==> config.mk <==
export PLATFORM = sky130hd
export DESIGN_NAME = kie_key_irq
export DESIGN_NICKNAME = d
export VERILOG_FILES = /design/src/hw/kie_pkg.sv /design/src/hw/kie_key_chan.sv /design/src/hw/kie_key_irq.sv
export SDC_FILE = /design/constraint.sdc
export NUM_CORES = 1
export LEC_CHECK = 0
export ABC_AREA = 1
export BUFFER_PORTS_ARGS = -buffer_cell sky130_fd_sc_hd__buf_4
export CORE_UTILIZATION = 55
export DETAILED_ROUTE_END_ITERATION = 10
export PLACE_DENSITY = 0.86
export SETUP_SLACK_MARGIN = 0.1
export SLEW_MARGIN = 20
export SYNTH_ARGS = -nofsm -noshare
export SYNTH_HDL_FRONTEND = slang
export SYNTH_SLANG_ARGS = --single-unit
==> constraint.sdc <==
create_clock -name i_mclk -period 5.5 [get_ports i_mclk]
set_clock_uncertainty 0.15 [all_clocks]
set_input_delay 1.1 -clock i_mclk [delete_from_list [all_inputs] [get_ports i_mclk]]
set_output_delay 1.1 -clock i_mclk [all_outputs]
set_load 0.02 [all_outputs]
==> src/hw/kie_pkg.sv <==
/*
 * kie_pkg: constants, bus types and register map of the key input edge
 * interrupt block.
 * Assumes a 32-bit AHB-Lite bus with one word per register. The byte
 * address of each register is four times its index.
 */
package kie_pkg;

    // ************************************************************
    // channel count
    // ************************************************************
    localparam int          KIE_NCH            = 8;

    // ************************************************************
    // register indices and byte addresses
    // ************************************************************
    localparam logic [19:0] KIE_IDX_CTRL       = 20'hfff34;
    localparam logic [19:0] KIE_IDX_FLAGS      = 20'hfff35;
    localparam logic [19:0] KIE_IDX_ENABLE     = 20'hfff37;
    localparam logic [19:0] KIE_IDX_STATUS     = 20'hfff38;
    localparam logic [19:0] KIE_IDX_MASK       = 20'hfff39;

    localparam logic [31:0] KIE_ADDR_CTRL      = {10'h000, KIE_IDX_CTRL, 2'h0};
    localparam logic [31:0] KIE_ADDR_FLAGS     = {10'h000, KIE_IDX_FLAGS, 2'h0};
    localparam logic [31:0] KIE_ADDR_ENABLE    = {10'h000, KIE_IDX_ENABLE, 2'h0};
    localparam logic [31:0] KIE_ADDR_STATUS    = {10'h000, KIE_IDX_STATUS, 2'h0};
    localparam logic [31:0] KIE_ADDR_MASK      = {10'h000, KIE_IDX_MASK, 2'h0};

    // ************************************************************
    // field positions and reset values
    // ************************************************************
    localparam int          KIE_CTRL_MODE_BIT  = 7;
    localparam int          KIE_CTRL_POL_BIT   = 0;
    localparam int          KIE_STAT_KEY_BIT   = 0;
    localparam int          KIE_HTRANS_ACT_BIT = 1;
    localparam logic [7:0]  KIE_RST_BYTE       = 8'h00;
    localparam logic [7:0]  KIE_ALL_ONES       = 8'hff;

    // ************************************************************
    // types
    // ************************************************************
    typedef enum logic [1:0] {
        KIE_BUS_IDLE,
        KIE_BUS_WRITE,
        KIE_BUS_RDCAP,
        KIE_BUS_RDOUT
    } kie_bus_e;

    typedef struct packed {
        logic        hsel;
        logic [31:0] haddr;
        logic [1:0]  htrans;
        logic        hwrite;
        logic [2:0]  hsize;
        logic        hready;
    } kie_ahb_req_s;

    typedef struct packed {
        logic flag_mode_select;
        logic edge_polarity_select;
    } kie_ctrl_s;

endpackage

==> src/hw/kie_key_chan.sv <==
/*
 * kie_key_chan: one key input channel. Two-stage synchroniser, active level
 * by the selected polarity, and a valid-edge pulse that also fires when the
 * channel is enabled while the pin already sits at its active level.
 * Assumes the pin is asynchronous to i_mclk.
 */
`timescale 1ns/1ps
module kie_key_chan
(
    input  wire logic i_mclk,    // block clock
    input  wire logic i_resetn,  // async reset, active low
    input  wire logic i_ce,      // clock enable
    input  wire logic i_pin,     // raw key pin
    input  wire logic i_pol,     // 1 rising, 0 falling
    input  wire logic i_en,      // channel detect enable
    output logic      o_level,   // pin at active level
    output logic      o_edge     // valid edge pulse
);

    logic sync1_ff;
    logic sync2_ff;
    logic lvl_prev_ff;
    logic en_prev_ff;

    // ************************************************************
    // synchroniser and history
    // ************************************************************
    // sync1_ff feeds sync2_ff only, to keep metastability out of the logic
    always_ff @(posedge i_mclk or negedge i_resetn)
    begin
        if (!i_resetn)
        begin
            sync1_ff    <= 1'b0;
            sync2_ff    <= 1'b0;
            lvl_prev_ff <= 1'b0;
            en_prev_ff  <= 1'b0;
        end
        else if (i_ce)
        begin
            sync1_ff    <= i_pin;
            sync2_ff    <= sync1_ff;
            lvl_prev_ff <= o_level;
            en_prev_ff  <= i_en;
        end
    end

    // polarity applies to all channels; flipping it can look like an edge
    assign o_level = i_pol ? sync2_ff : ~sync2_ff;
    // enabling over an active pin counts as an edge
    assign o_edge  = o_level & i_en & ~(lvl_prev_ff & en_prev_ff);

endmodule

==> src/hw/kie_key_irq.sv <==
/*
 * kie_key_irq: eight-channel key input edge interrupt with an AHB-Lite
 * register slave, per-channel event flags and a maskable interrupt output.
 * Assumes one AHB-Lite master whose hready is this slave's o_hreadyout,
 * and key pins that may change at any time.
 */
// Local design decision: the AHB-Lite slave port.
`timescale 1ns/1ps
module kie_key_irq
    import kie_pkg::*;
(
    input  wire logic              i_mclk,            // block clock, 100 MHz
    input  wire logic              i_resetn,          // async reset, active low
    input  wire logic              i_ce,              // clock enable, freezes all
    input  wire kie_ahb_req_s      i_ahb,             // AHB-Lite address phase
    input  wire logic [31:0]       i_hwdata,          // AHB-Lite write data
    output logic [31:0]            o_hrdata,          // AHB-Lite read data
    output logic                   o_hreadyout,       // AHB-Lite ready out
    output logic                   o_hresp,           // AHB-Lite response
    input  wire logic [KIE_NCH-1:0] i_key_input_pins, // key pins
    output logic                   o_key_irq,         // key request line
    output logic                   o_irq              // masked interrupt
);

    kie_bus_e           bus_st_ff;
    kie_bus_e           nxt_bus_st;
    logic [31:0]        addr_ff;
    logic [31:0]        hrdata_ff;
    kie_ctrl_s          ctrl_ff;
    logic [KIE_NCH-1:0] en_ff;
    logic [KIE_NCH-1:0] flags_ff;
    logic [KIE_NCH-1:0] nxt_flags;
    logic [KIE_NCH-1:0] pending_ff;
    logic [KIE_NCH-1:0] nxt_pending;
    logic               key_irq_ff;
    logic               nxt_key_irq;
    logic               status_ff;
    logic               nxt_status;
    logic               mask_ff;
    logic [KIE_NCH-1:0] lvl_all;
    logic [KIE_NCH-1:0] ev_all;

    // ************************************************************
    // bus decode
    // ************************************************************
    wire        take       = i_ahb.hsel & i_ahb.hready & i_ahb.htrans[KIE_HTRANS_ACT_BIT]
                             & (bus_st_ff != KIE_BUS_RDCAP);
    wire        wr_en      = (bus_st_ff == KIE_BUS_WRITE) & i_ce;
    wire        sel_ctrl   = (addr_ff == KIE_ADDR_CTRL);
    wire        sel_flags  = (addr_ff == KIE_ADDR_FLAGS);
    wire        sel_enable = (addr_ff == KIE_ADDR_ENABLE);
    wire        sel_status = (addr_ff == KIE_ADDR_STATUS);
    wire        sel_mask   = (addr_ff == KIE_ADDR_MASK);
    wire [7:0]  wdata_lo   = i_hwdata[7:0];
    wire        wr_flags   = wr_en & sel_flags;

    // read mux; unmapped addresses read as zero
    wire [7:0]  ctrl_byte  = {ctrl_ff.flag_mode_select, 6'h00,
                              ctrl_ff.edge_polarity_select};
    wire [7:0]  rd_byte    = sel_ctrl   ? ctrl_byte :
                             sel_flags  ? flags_ff :
                             sel_enable ? en_ff :
                             sel_status ? {7'h00, status_ff} :
                             sel_mask   ? {7'h00, mask_ff} : KIE_RST_BYTE;

    // reads take one wait state so a write just before is always seen
    assign o_hreadyout = i_ce & (bus_st_ff != KIE_BUS_RDCAP);
    assign o_hresp     = 1'b0;
    assign o_hrdata    = hrdata_ff;

    // ************************************************************
    // bus state machine
    // ************************************************************
    // next state from the transfer taken this cycle
    always_comb
    begin
        nxt_bus_st = bus_st_ff;
        case (bus_st_ff)
            KIE_BUS_IDLE,
            KIE_BUS_WRITE,
            KIE_BUS_RDOUT:
            begin
                if (take)
                    nxt_bus_st = i_ahb.hwrite ? KIE_BUS_WRITE : KIE_BUS_RDCAP;
                else
                    nxt_bus_st = KIE_BUS_IDLE;
            end
            KIE_BUS_RDCAP:
                nxt_bus_st = KIE_BUS_RDOUT;
            default:
                nxt_bus_st = KIE_BUS_IDLE;
        endcase
    end

    // state, captured address and read data
    always_ff @(posedge i_mclk or negedge i_resetn)
    begin
        if (!i_resetn)
        begin
            bus_st_ff <= KIE_BUS_IDLE;
            addr_ff   <= 32'h0000_0000;
            hrdata_ff <= 32'h0000_0000;
        end
        else if (i_ce)
        begin
            bus_st_ff <= nxt_bus_st;
            if (take)
                addr_ff <= i_ahb.haddr;
            if (bus_st_ff == KIE_BUS_RDCAP)
                hrdata_ff <= {24'h00_0000, rd_byte};
        end
    end

    // ************************************************************
    // control and enable registers
    // ************************************************************
    // byte write carries every bit; a bit write is a read-modify-write byte
    always_ff @(posedge i_mclk or negedge i_resetn)
    begin
        if (!i_resetn)
        begin
            ctrl_ff <= '0;
            en_ff   <= KIE_RST_BYTE;
            mask_ff <= 1'b0;
        end
        else if (wr_en)
        begin
            if (sel_ctrl)
            begin
                ctrl_ff.flag_mode_select     <= wdata_lo[KIE_CTRL_MODE_BIT];
                ctrl_ff.edge_polarity_select <= wdata_lo[KIE_CTRL_POL_BIT];
            end
            if (sel_enable)
                en_ff <= wdata_lo;
            if (sel_mask)
                mask_ff <= wdata_lo[KIE_STAT_KEY_BIT];
        end
    end

    // ************************************************************
    // key channels
    // ************************************************************
    // one synchroniser and edge detector per pin
    generate
        for (genvar ch = 0; ch < KIE_NCH; ch++)
        begin : g_chan
            kie_key_chan u_chan
            (
                .i_mclk   (i_mclk),
                .i_resetn (i_resetn),
                .i_ce     (i_ce),
                .i_pin    (i_key_input_pins[ch]),
                .i_pol    (ctrl_ff.edge_polarity_select),
                .i_en     (en_ff[ch]),
                .o_level  (lvl_all[ch]),
                .o_edge   (ev_all[ch])
            );
        end
    endgenerate

    // ************************************************************
    // event flags and key request
    // ************************************************************
    wire                mode        = ctrl_ff.flag_mode_select;
    wire                lvl_hit     = |(lvl_all & en_ff);
    wire                flags_busy  = |flags_ff;
    // zeros clear, ones leave the flag alone
    wire [KIE_NCH-1:0]  flag_keep   = wr_flags ? wdata_lo : KIE_ALL_ONES;
    wire [KIE_NCH-1:0]  kept_flags  = flags_ff & flag_keep;

    // while any flag stands, new edges wait so they raise one fresh request of their own once the flags clear;
    // an edge in the clearing cycle lands in pending, so set wins over clear
    assign nxt_flags   = !mode      ? KIE_RST_BYTE :
                         flags_busy ? kept_flags : (pending_ff | ev_all);
    assign nxt_pending = !mode      ? KIE_RST_BYTE :
                         flags_busy ? (pending_ff | ev_all) : KIE_RST_BYTE;
    // mode 0 tracks the combined pin level, mode 1 the flags
    assign nxt_key_irq = mode ? |nxt_flags : lvl_hit;

    always_ff @(posedge i_mclk or negedge i_resetn)
    begin
        if (!i_resetn)
        begin
            flags_ff   <= KIE_RST_BYTE;
            pending_ff <= KIE_RST_BYTE;
            key_irq_ff <= 1'b0;
        end
        else if (i_ce)
        begin
            flags_ff   <= nxt_flags;
            pending_ff <= nxt_pending;
            key_irq_ff <= nxt_key_irq;
        end
    end

    assign o_key_irq = key_irq_ff;

    // ************************************************************
    // interrupt status and output
    // ************************************************************
    // rise of the key request is the event; the cpu side sees it as edge
    wire key_rise   = nxt_key_irq & ~key_irq_ff;
    wire status_w1c = wr_en & sel_status & wdata_lo[KIE_STAT_KEY_BIT];
    assign nxt_status = (status_ff & ~status_w1c) | key_rise;

    always_ff @(posedge i_mclk or negedge i_resetn)
    begin
        if (!i_resetn)
            status_ff <= 1'b0;
        else if (i_ce)
            status_ff <= nxt_status;
    end

    assign o_irq = status_ff & mask_ff;
endmodule

==> flow_results.org <==
** Layout
- The filler cells instantiated in the layout total ~700.
- Proportion of layout cells with a drive suffix above 1 :: about 16%
- In the final design database the tool counted between 700 and 800 nets.
- Antenna cell count :: 0
- Number of flip-flops under the largest register name :: 32
- Register bank with the most flops :: addr_ff
- From synthesis to final layout, the design area changed by 12.8%.

** Synth
- The most common cell in the synthesized netlist is sky130_fd_sc_hd__nand2_1.
- EDFF count, synth :: 0
- Counting flops and latches in the post-synthesis netlist gives a little over 100.
- After synthesis, the largest family of logic cells by area is simple AND/OR/NAND/NOR gates.
- Cell type with the highest aggregate area in the netlist :: sky130_fd_sc_hd__dfrtp_1
- Of the synthesized area, sequential elements account for about half.
- Dividing the synthesized area by the synthesized cell count gives 8.05 um2.
- The commonest cells after synthesis are sky130_fd_sc_hd__nand2_1, sky130_fd_sc_hd__dfrtp_1, sky130_fd_sc_hd__inv_1.
- Synthesis produced roughly 600 cells.
- Summed over its instances, the top area cell type makes up about half of the synthesized netlist area.
- Of the total synthesized cell area, the portion taken by AND, OR, NAND and NOR gates is about 25%.
- Fraction of the mapped netlist area in compound gates :: around a tenth
- The Yosys step of the flow raised 0 warnings.
- In the post-synthesis netlist, the biggest area contributors are sky130_fd_sc_hd__dfrtp_1, sky130_fd_sc_hd__nand2_1, sky130_fd_sc_hd__o21ai_0.
- Post-synthesis share of cell area spent on full adders, half adders and majority gates :: 0%
- Synth Area in XOR/XNOR :: under 10%
- Multiplexer fraction of the synthesized cell area :: 0%
- FFs w/ async S/R, synth :: 100%
- Area of the mapped netlist :: between 4000 and 5000 um2
- Number of library cell types mapped by synthesis :: 40
- Top_reg_cell synth :: sky130_fd_sc_hd__dfrtp_1

** Critical path
- The critical path ends at o_hreadyout.
- Cell family with the largest share of critical-path delay :: buffers and inverters
- For flop-to-flop paths, the worst setup slack is approximately 3.3 ns.
- Traced cell by cell, the critical path runs through buf_4, clkinv_2, nor2_1, buf_4.
- Maximum fanout count along the critical path :: 76
- STA classifies the critical path startpoint as a primary input.
- Logic depth of the worst setup path including buffers :: 4
- The number of buffers and inverters on the critical path is 3.
- Counting cells, the worst reg-to-reg path comes to 10.
- Type of destination of the critical path :: output pin
- Slowest Stage Delay on Critical Path :: around 0.70 ns
- The endpoint identified for the worst register-to-register timing path is status_ff.
- The most critical setup path has its startpoint at i_ce.
- Reg-to-Reg Start :: bus_st_ff[1]
- The cell that appears most often on the critical path is sky130_fd_sc_hd__buf_4.
- Arrival time reported for the critical path endpoint :: roughly 2.7 ns
- Required time reported for the critical path endpoint :: 4.25 ns
- By startpoint and endpoint, the worst setup path is classified as primary input to output pin.
- The largest individual stage delay along the critical path comes from the cell sky130_fd_sc_hd__clkinv_2.

** Clock network
- TritonCTS clock tree :: done
- After clock tree synthesis, the repair step resized 0 gates.
- Clk Tree Root Cell :: sky130_fd_sc_hd__clkbuf_8
- For the worst-skew pair, the clock arrives at the later sink with an insertion delay of approximately 0.37 ns.
- In this run the post-CTS setup repair buffer count came out at 0.
- No sink is reached through more buffers than the 2 on the longest clock path.
- Cts bufs inserted :: 9
- Buffers inserted to repair hold after CTS numbered 0.
- CTS H-Tree Depth :: 3
- Clock-pin slew was measured on the worst setup and hold paths at 0.09 ns.
- Clock tree synthesis found a total of around 100 sinks.

** Timing
- The number of max-slew violations in the final report came to 0.
- After routing, the total negative slack on setup checks comes to 0 ns.
- Actual transition at the worst max-transition pin :: between 0.8 and 0.9 ns
- RSZ-0062 raised after global routing :: false
- Final cycle utilization of the critical path :: around 72%
- Final hold violation count :: 0
- Hold timing on the final database bottoms out at a slack of 0.330 ns.
- After layout, the minimum clock period comes to 3.96 ns.
- Fmax :: 0.253 GHz
- Setup violations remaining at the end of the flow were counted as 0.
- Headroom to the max-slew limit came out at about 40%.

** Hold path
- The path class of the tightest hold or removal check is flip-flop to flip-flop.

** Power and ir drop
- Leakage power figure :: around 2.9 nW
- VDD sags by at most roughly 0.28 mV.
- Overall power consumption after layout is estimated at around 1.9 mW.
- For this design the ratio of total power to cell area is around 330 nW/um2.

** Drt
- Number of vias after detailed routing :: approximately 4000
- Once detail routing completed, the nets flagged for antenna violations numbered 0.
- For this run, design rule violations remaining after detail routing come to 0.
- Dividing the detail-routed wire length by the instance count gives approximately 13 um.
- DR iter-0 viols :: ~180
- TritonRoute pass-1 iters :: 4
- Dividing the detail-routed via count by the number of cells gives between 4 and 5.
- For this block, the routed nets add up to between 9000 and 10000 um of wire.

** Placement
- Gp weighted congestion :: 0.846
- Once detailed placement completed, the half-perimeter wirelength came to ~7000 um.
- IO Port Bufs :: 65

** GRT
- Overflow left after global routing :: 0
- The via count of the first global-routing pass came to between 3000 and 4000.
- The number of antenna violations at the first check in global routing is 0.
- The first global-routing pass estimated about 17000 um of wire.
- Largest net degree at the start of global routing :: 77
- Total GRT Usage :: 22.5%

** Floorplan
- The initial utilization of the core area, before any placement, comes to between 50% and 60%.
- For this design the top-level I/O count stands at between 100 and 150.
- Cell Rows :: 34
- The die covers between 9000 and 10000 um2.
- Floorplan die height :: about 97 um
- Core Footprint :: 8720 um2
- Width of the chip :: roughly 100 um

** Flow run
- Number of violations of the max-capacitance limit :: 0

** Status
- The flow ran to the end, and the final reports show no timing, DRC or antenna violations.
-- cell families (layout without fill, tap and decap cells) --
group	after synthesis	in the layout
AO/OA/AOI/OAI	94	94
other	1	25
flip-flops	103	103
buffers and inverters	108	143
AND/OR/NAND/NOR	304	304
XOR/XNOR	8	8
-- worst min path at each step --
stage | startpoint | to | slack, ns | cells after the start
after detailed placement | g_chan[0].u_chan.en_prev_ff | g_chan[0].u_chan.en_prev_ff | 0.31 | 2
after global placement | g_chan[0].u_chan.en_prev_ff | g_chan[0].u_chan.en_prev_ff | 0.30 | 2
after global routing | addr_ff[22] | addr_ff[22] | 0.36 | 2
after floorplan | g_chan[0].u_chan.en_prev_ff | g_chan[0].u_chan.en_prev_ff | 0.29 | 2
after CTS | g_chan[0].u_chan.en_prev_ff | g_chan[0].u_chan.en_prev_ff | 0.33 | 2
final | g_chan[0].u_chan.en_prev_ff | g_chan[0].u_chan.en_prev_ff | 0.33 | 2
-- routing by layer --
| layer | part of all wire (%) | track usage, % |
|---|---|---|
| met5 | 0 | 0 |
| met4 | 1.3 | 5.86 |
| met3 | 4.6 | 5.76 |
| met2 | 51 | 39.5 |
| met1 | 43 | 27.8 |
-- area by class of cell --
class                   count  area (um2)  share of cell area [%]
well taps                 108         135                    2.41
inverters                  60         226                    4.04
multi-input cells         431        1940                    34.6
clock buffers               9         124                    2.21
flip-flops and latches    103        2580                    46.0
clock inverters             7         103                    1.83
repair buffers             67         503                    8.97
-- per-stage QoR --
stage | setup WS, ns | cells | area, um2 | utilization [%]
after global placement | 1.76 | 769 | 5380 | 61.7
after floorplan | 2.64 | 642 | 5060 | -
after CTS | 1.74 | 785 | 5610 | 64.3
after global routing | 1.37 | 785 | 5610 | 64.3
after detailed placement | 1.76 | 769 | 5380 | 61.7
final | 1.54 | 785 | 5610 | 64.3
-- cells in the final DEF, fill, tap and decap left out, drive strengths merged, types with 7 or more instances in the layout --
cell	Yosys	final
nand2	239	239
buf	38	67
a21boi	7	7
inv	60	61
conb	1	25
xor2	8	8
clkbuf	9	9
o21ai	76	76
nor2	34	34
nand3	20	20
dfrtp	103	103
-- worst reg2reg max path: stages (launching register included) --
cell	delay (ns)
sky130_fd_sc_hd__dfrtp_1	0.40
sky130_fd_sc_hd__nor3_2	0.69
sky130_fd_sc_hd__nand3_1	0.18
sky130_fd_sc_hd__nand2_1	0.11
sky130_fd_sc_hd__nand2_1	0.06
sky130_fd_sc_hd__nand2_1	0.08
sky130_fd_sc_hd__nand2_1	0.05
sky130_fd_sc_hd__nor2_1	0.11
sky130_fd_sc_hd__nand3_2	0.12
sky130_fd_sc_hd__nand2_1	0.09
sky130_fd_sc_hd__nand2_1	0.05
-- report_power, final --
part | internal, mW | switching, mW
logic | 0.128 | 0.215
clock network | 0.261 | 0.271
registers | 0.900 | 0.0798
total | 1.29 | 0.566
(Power assumes the default switching activity.)
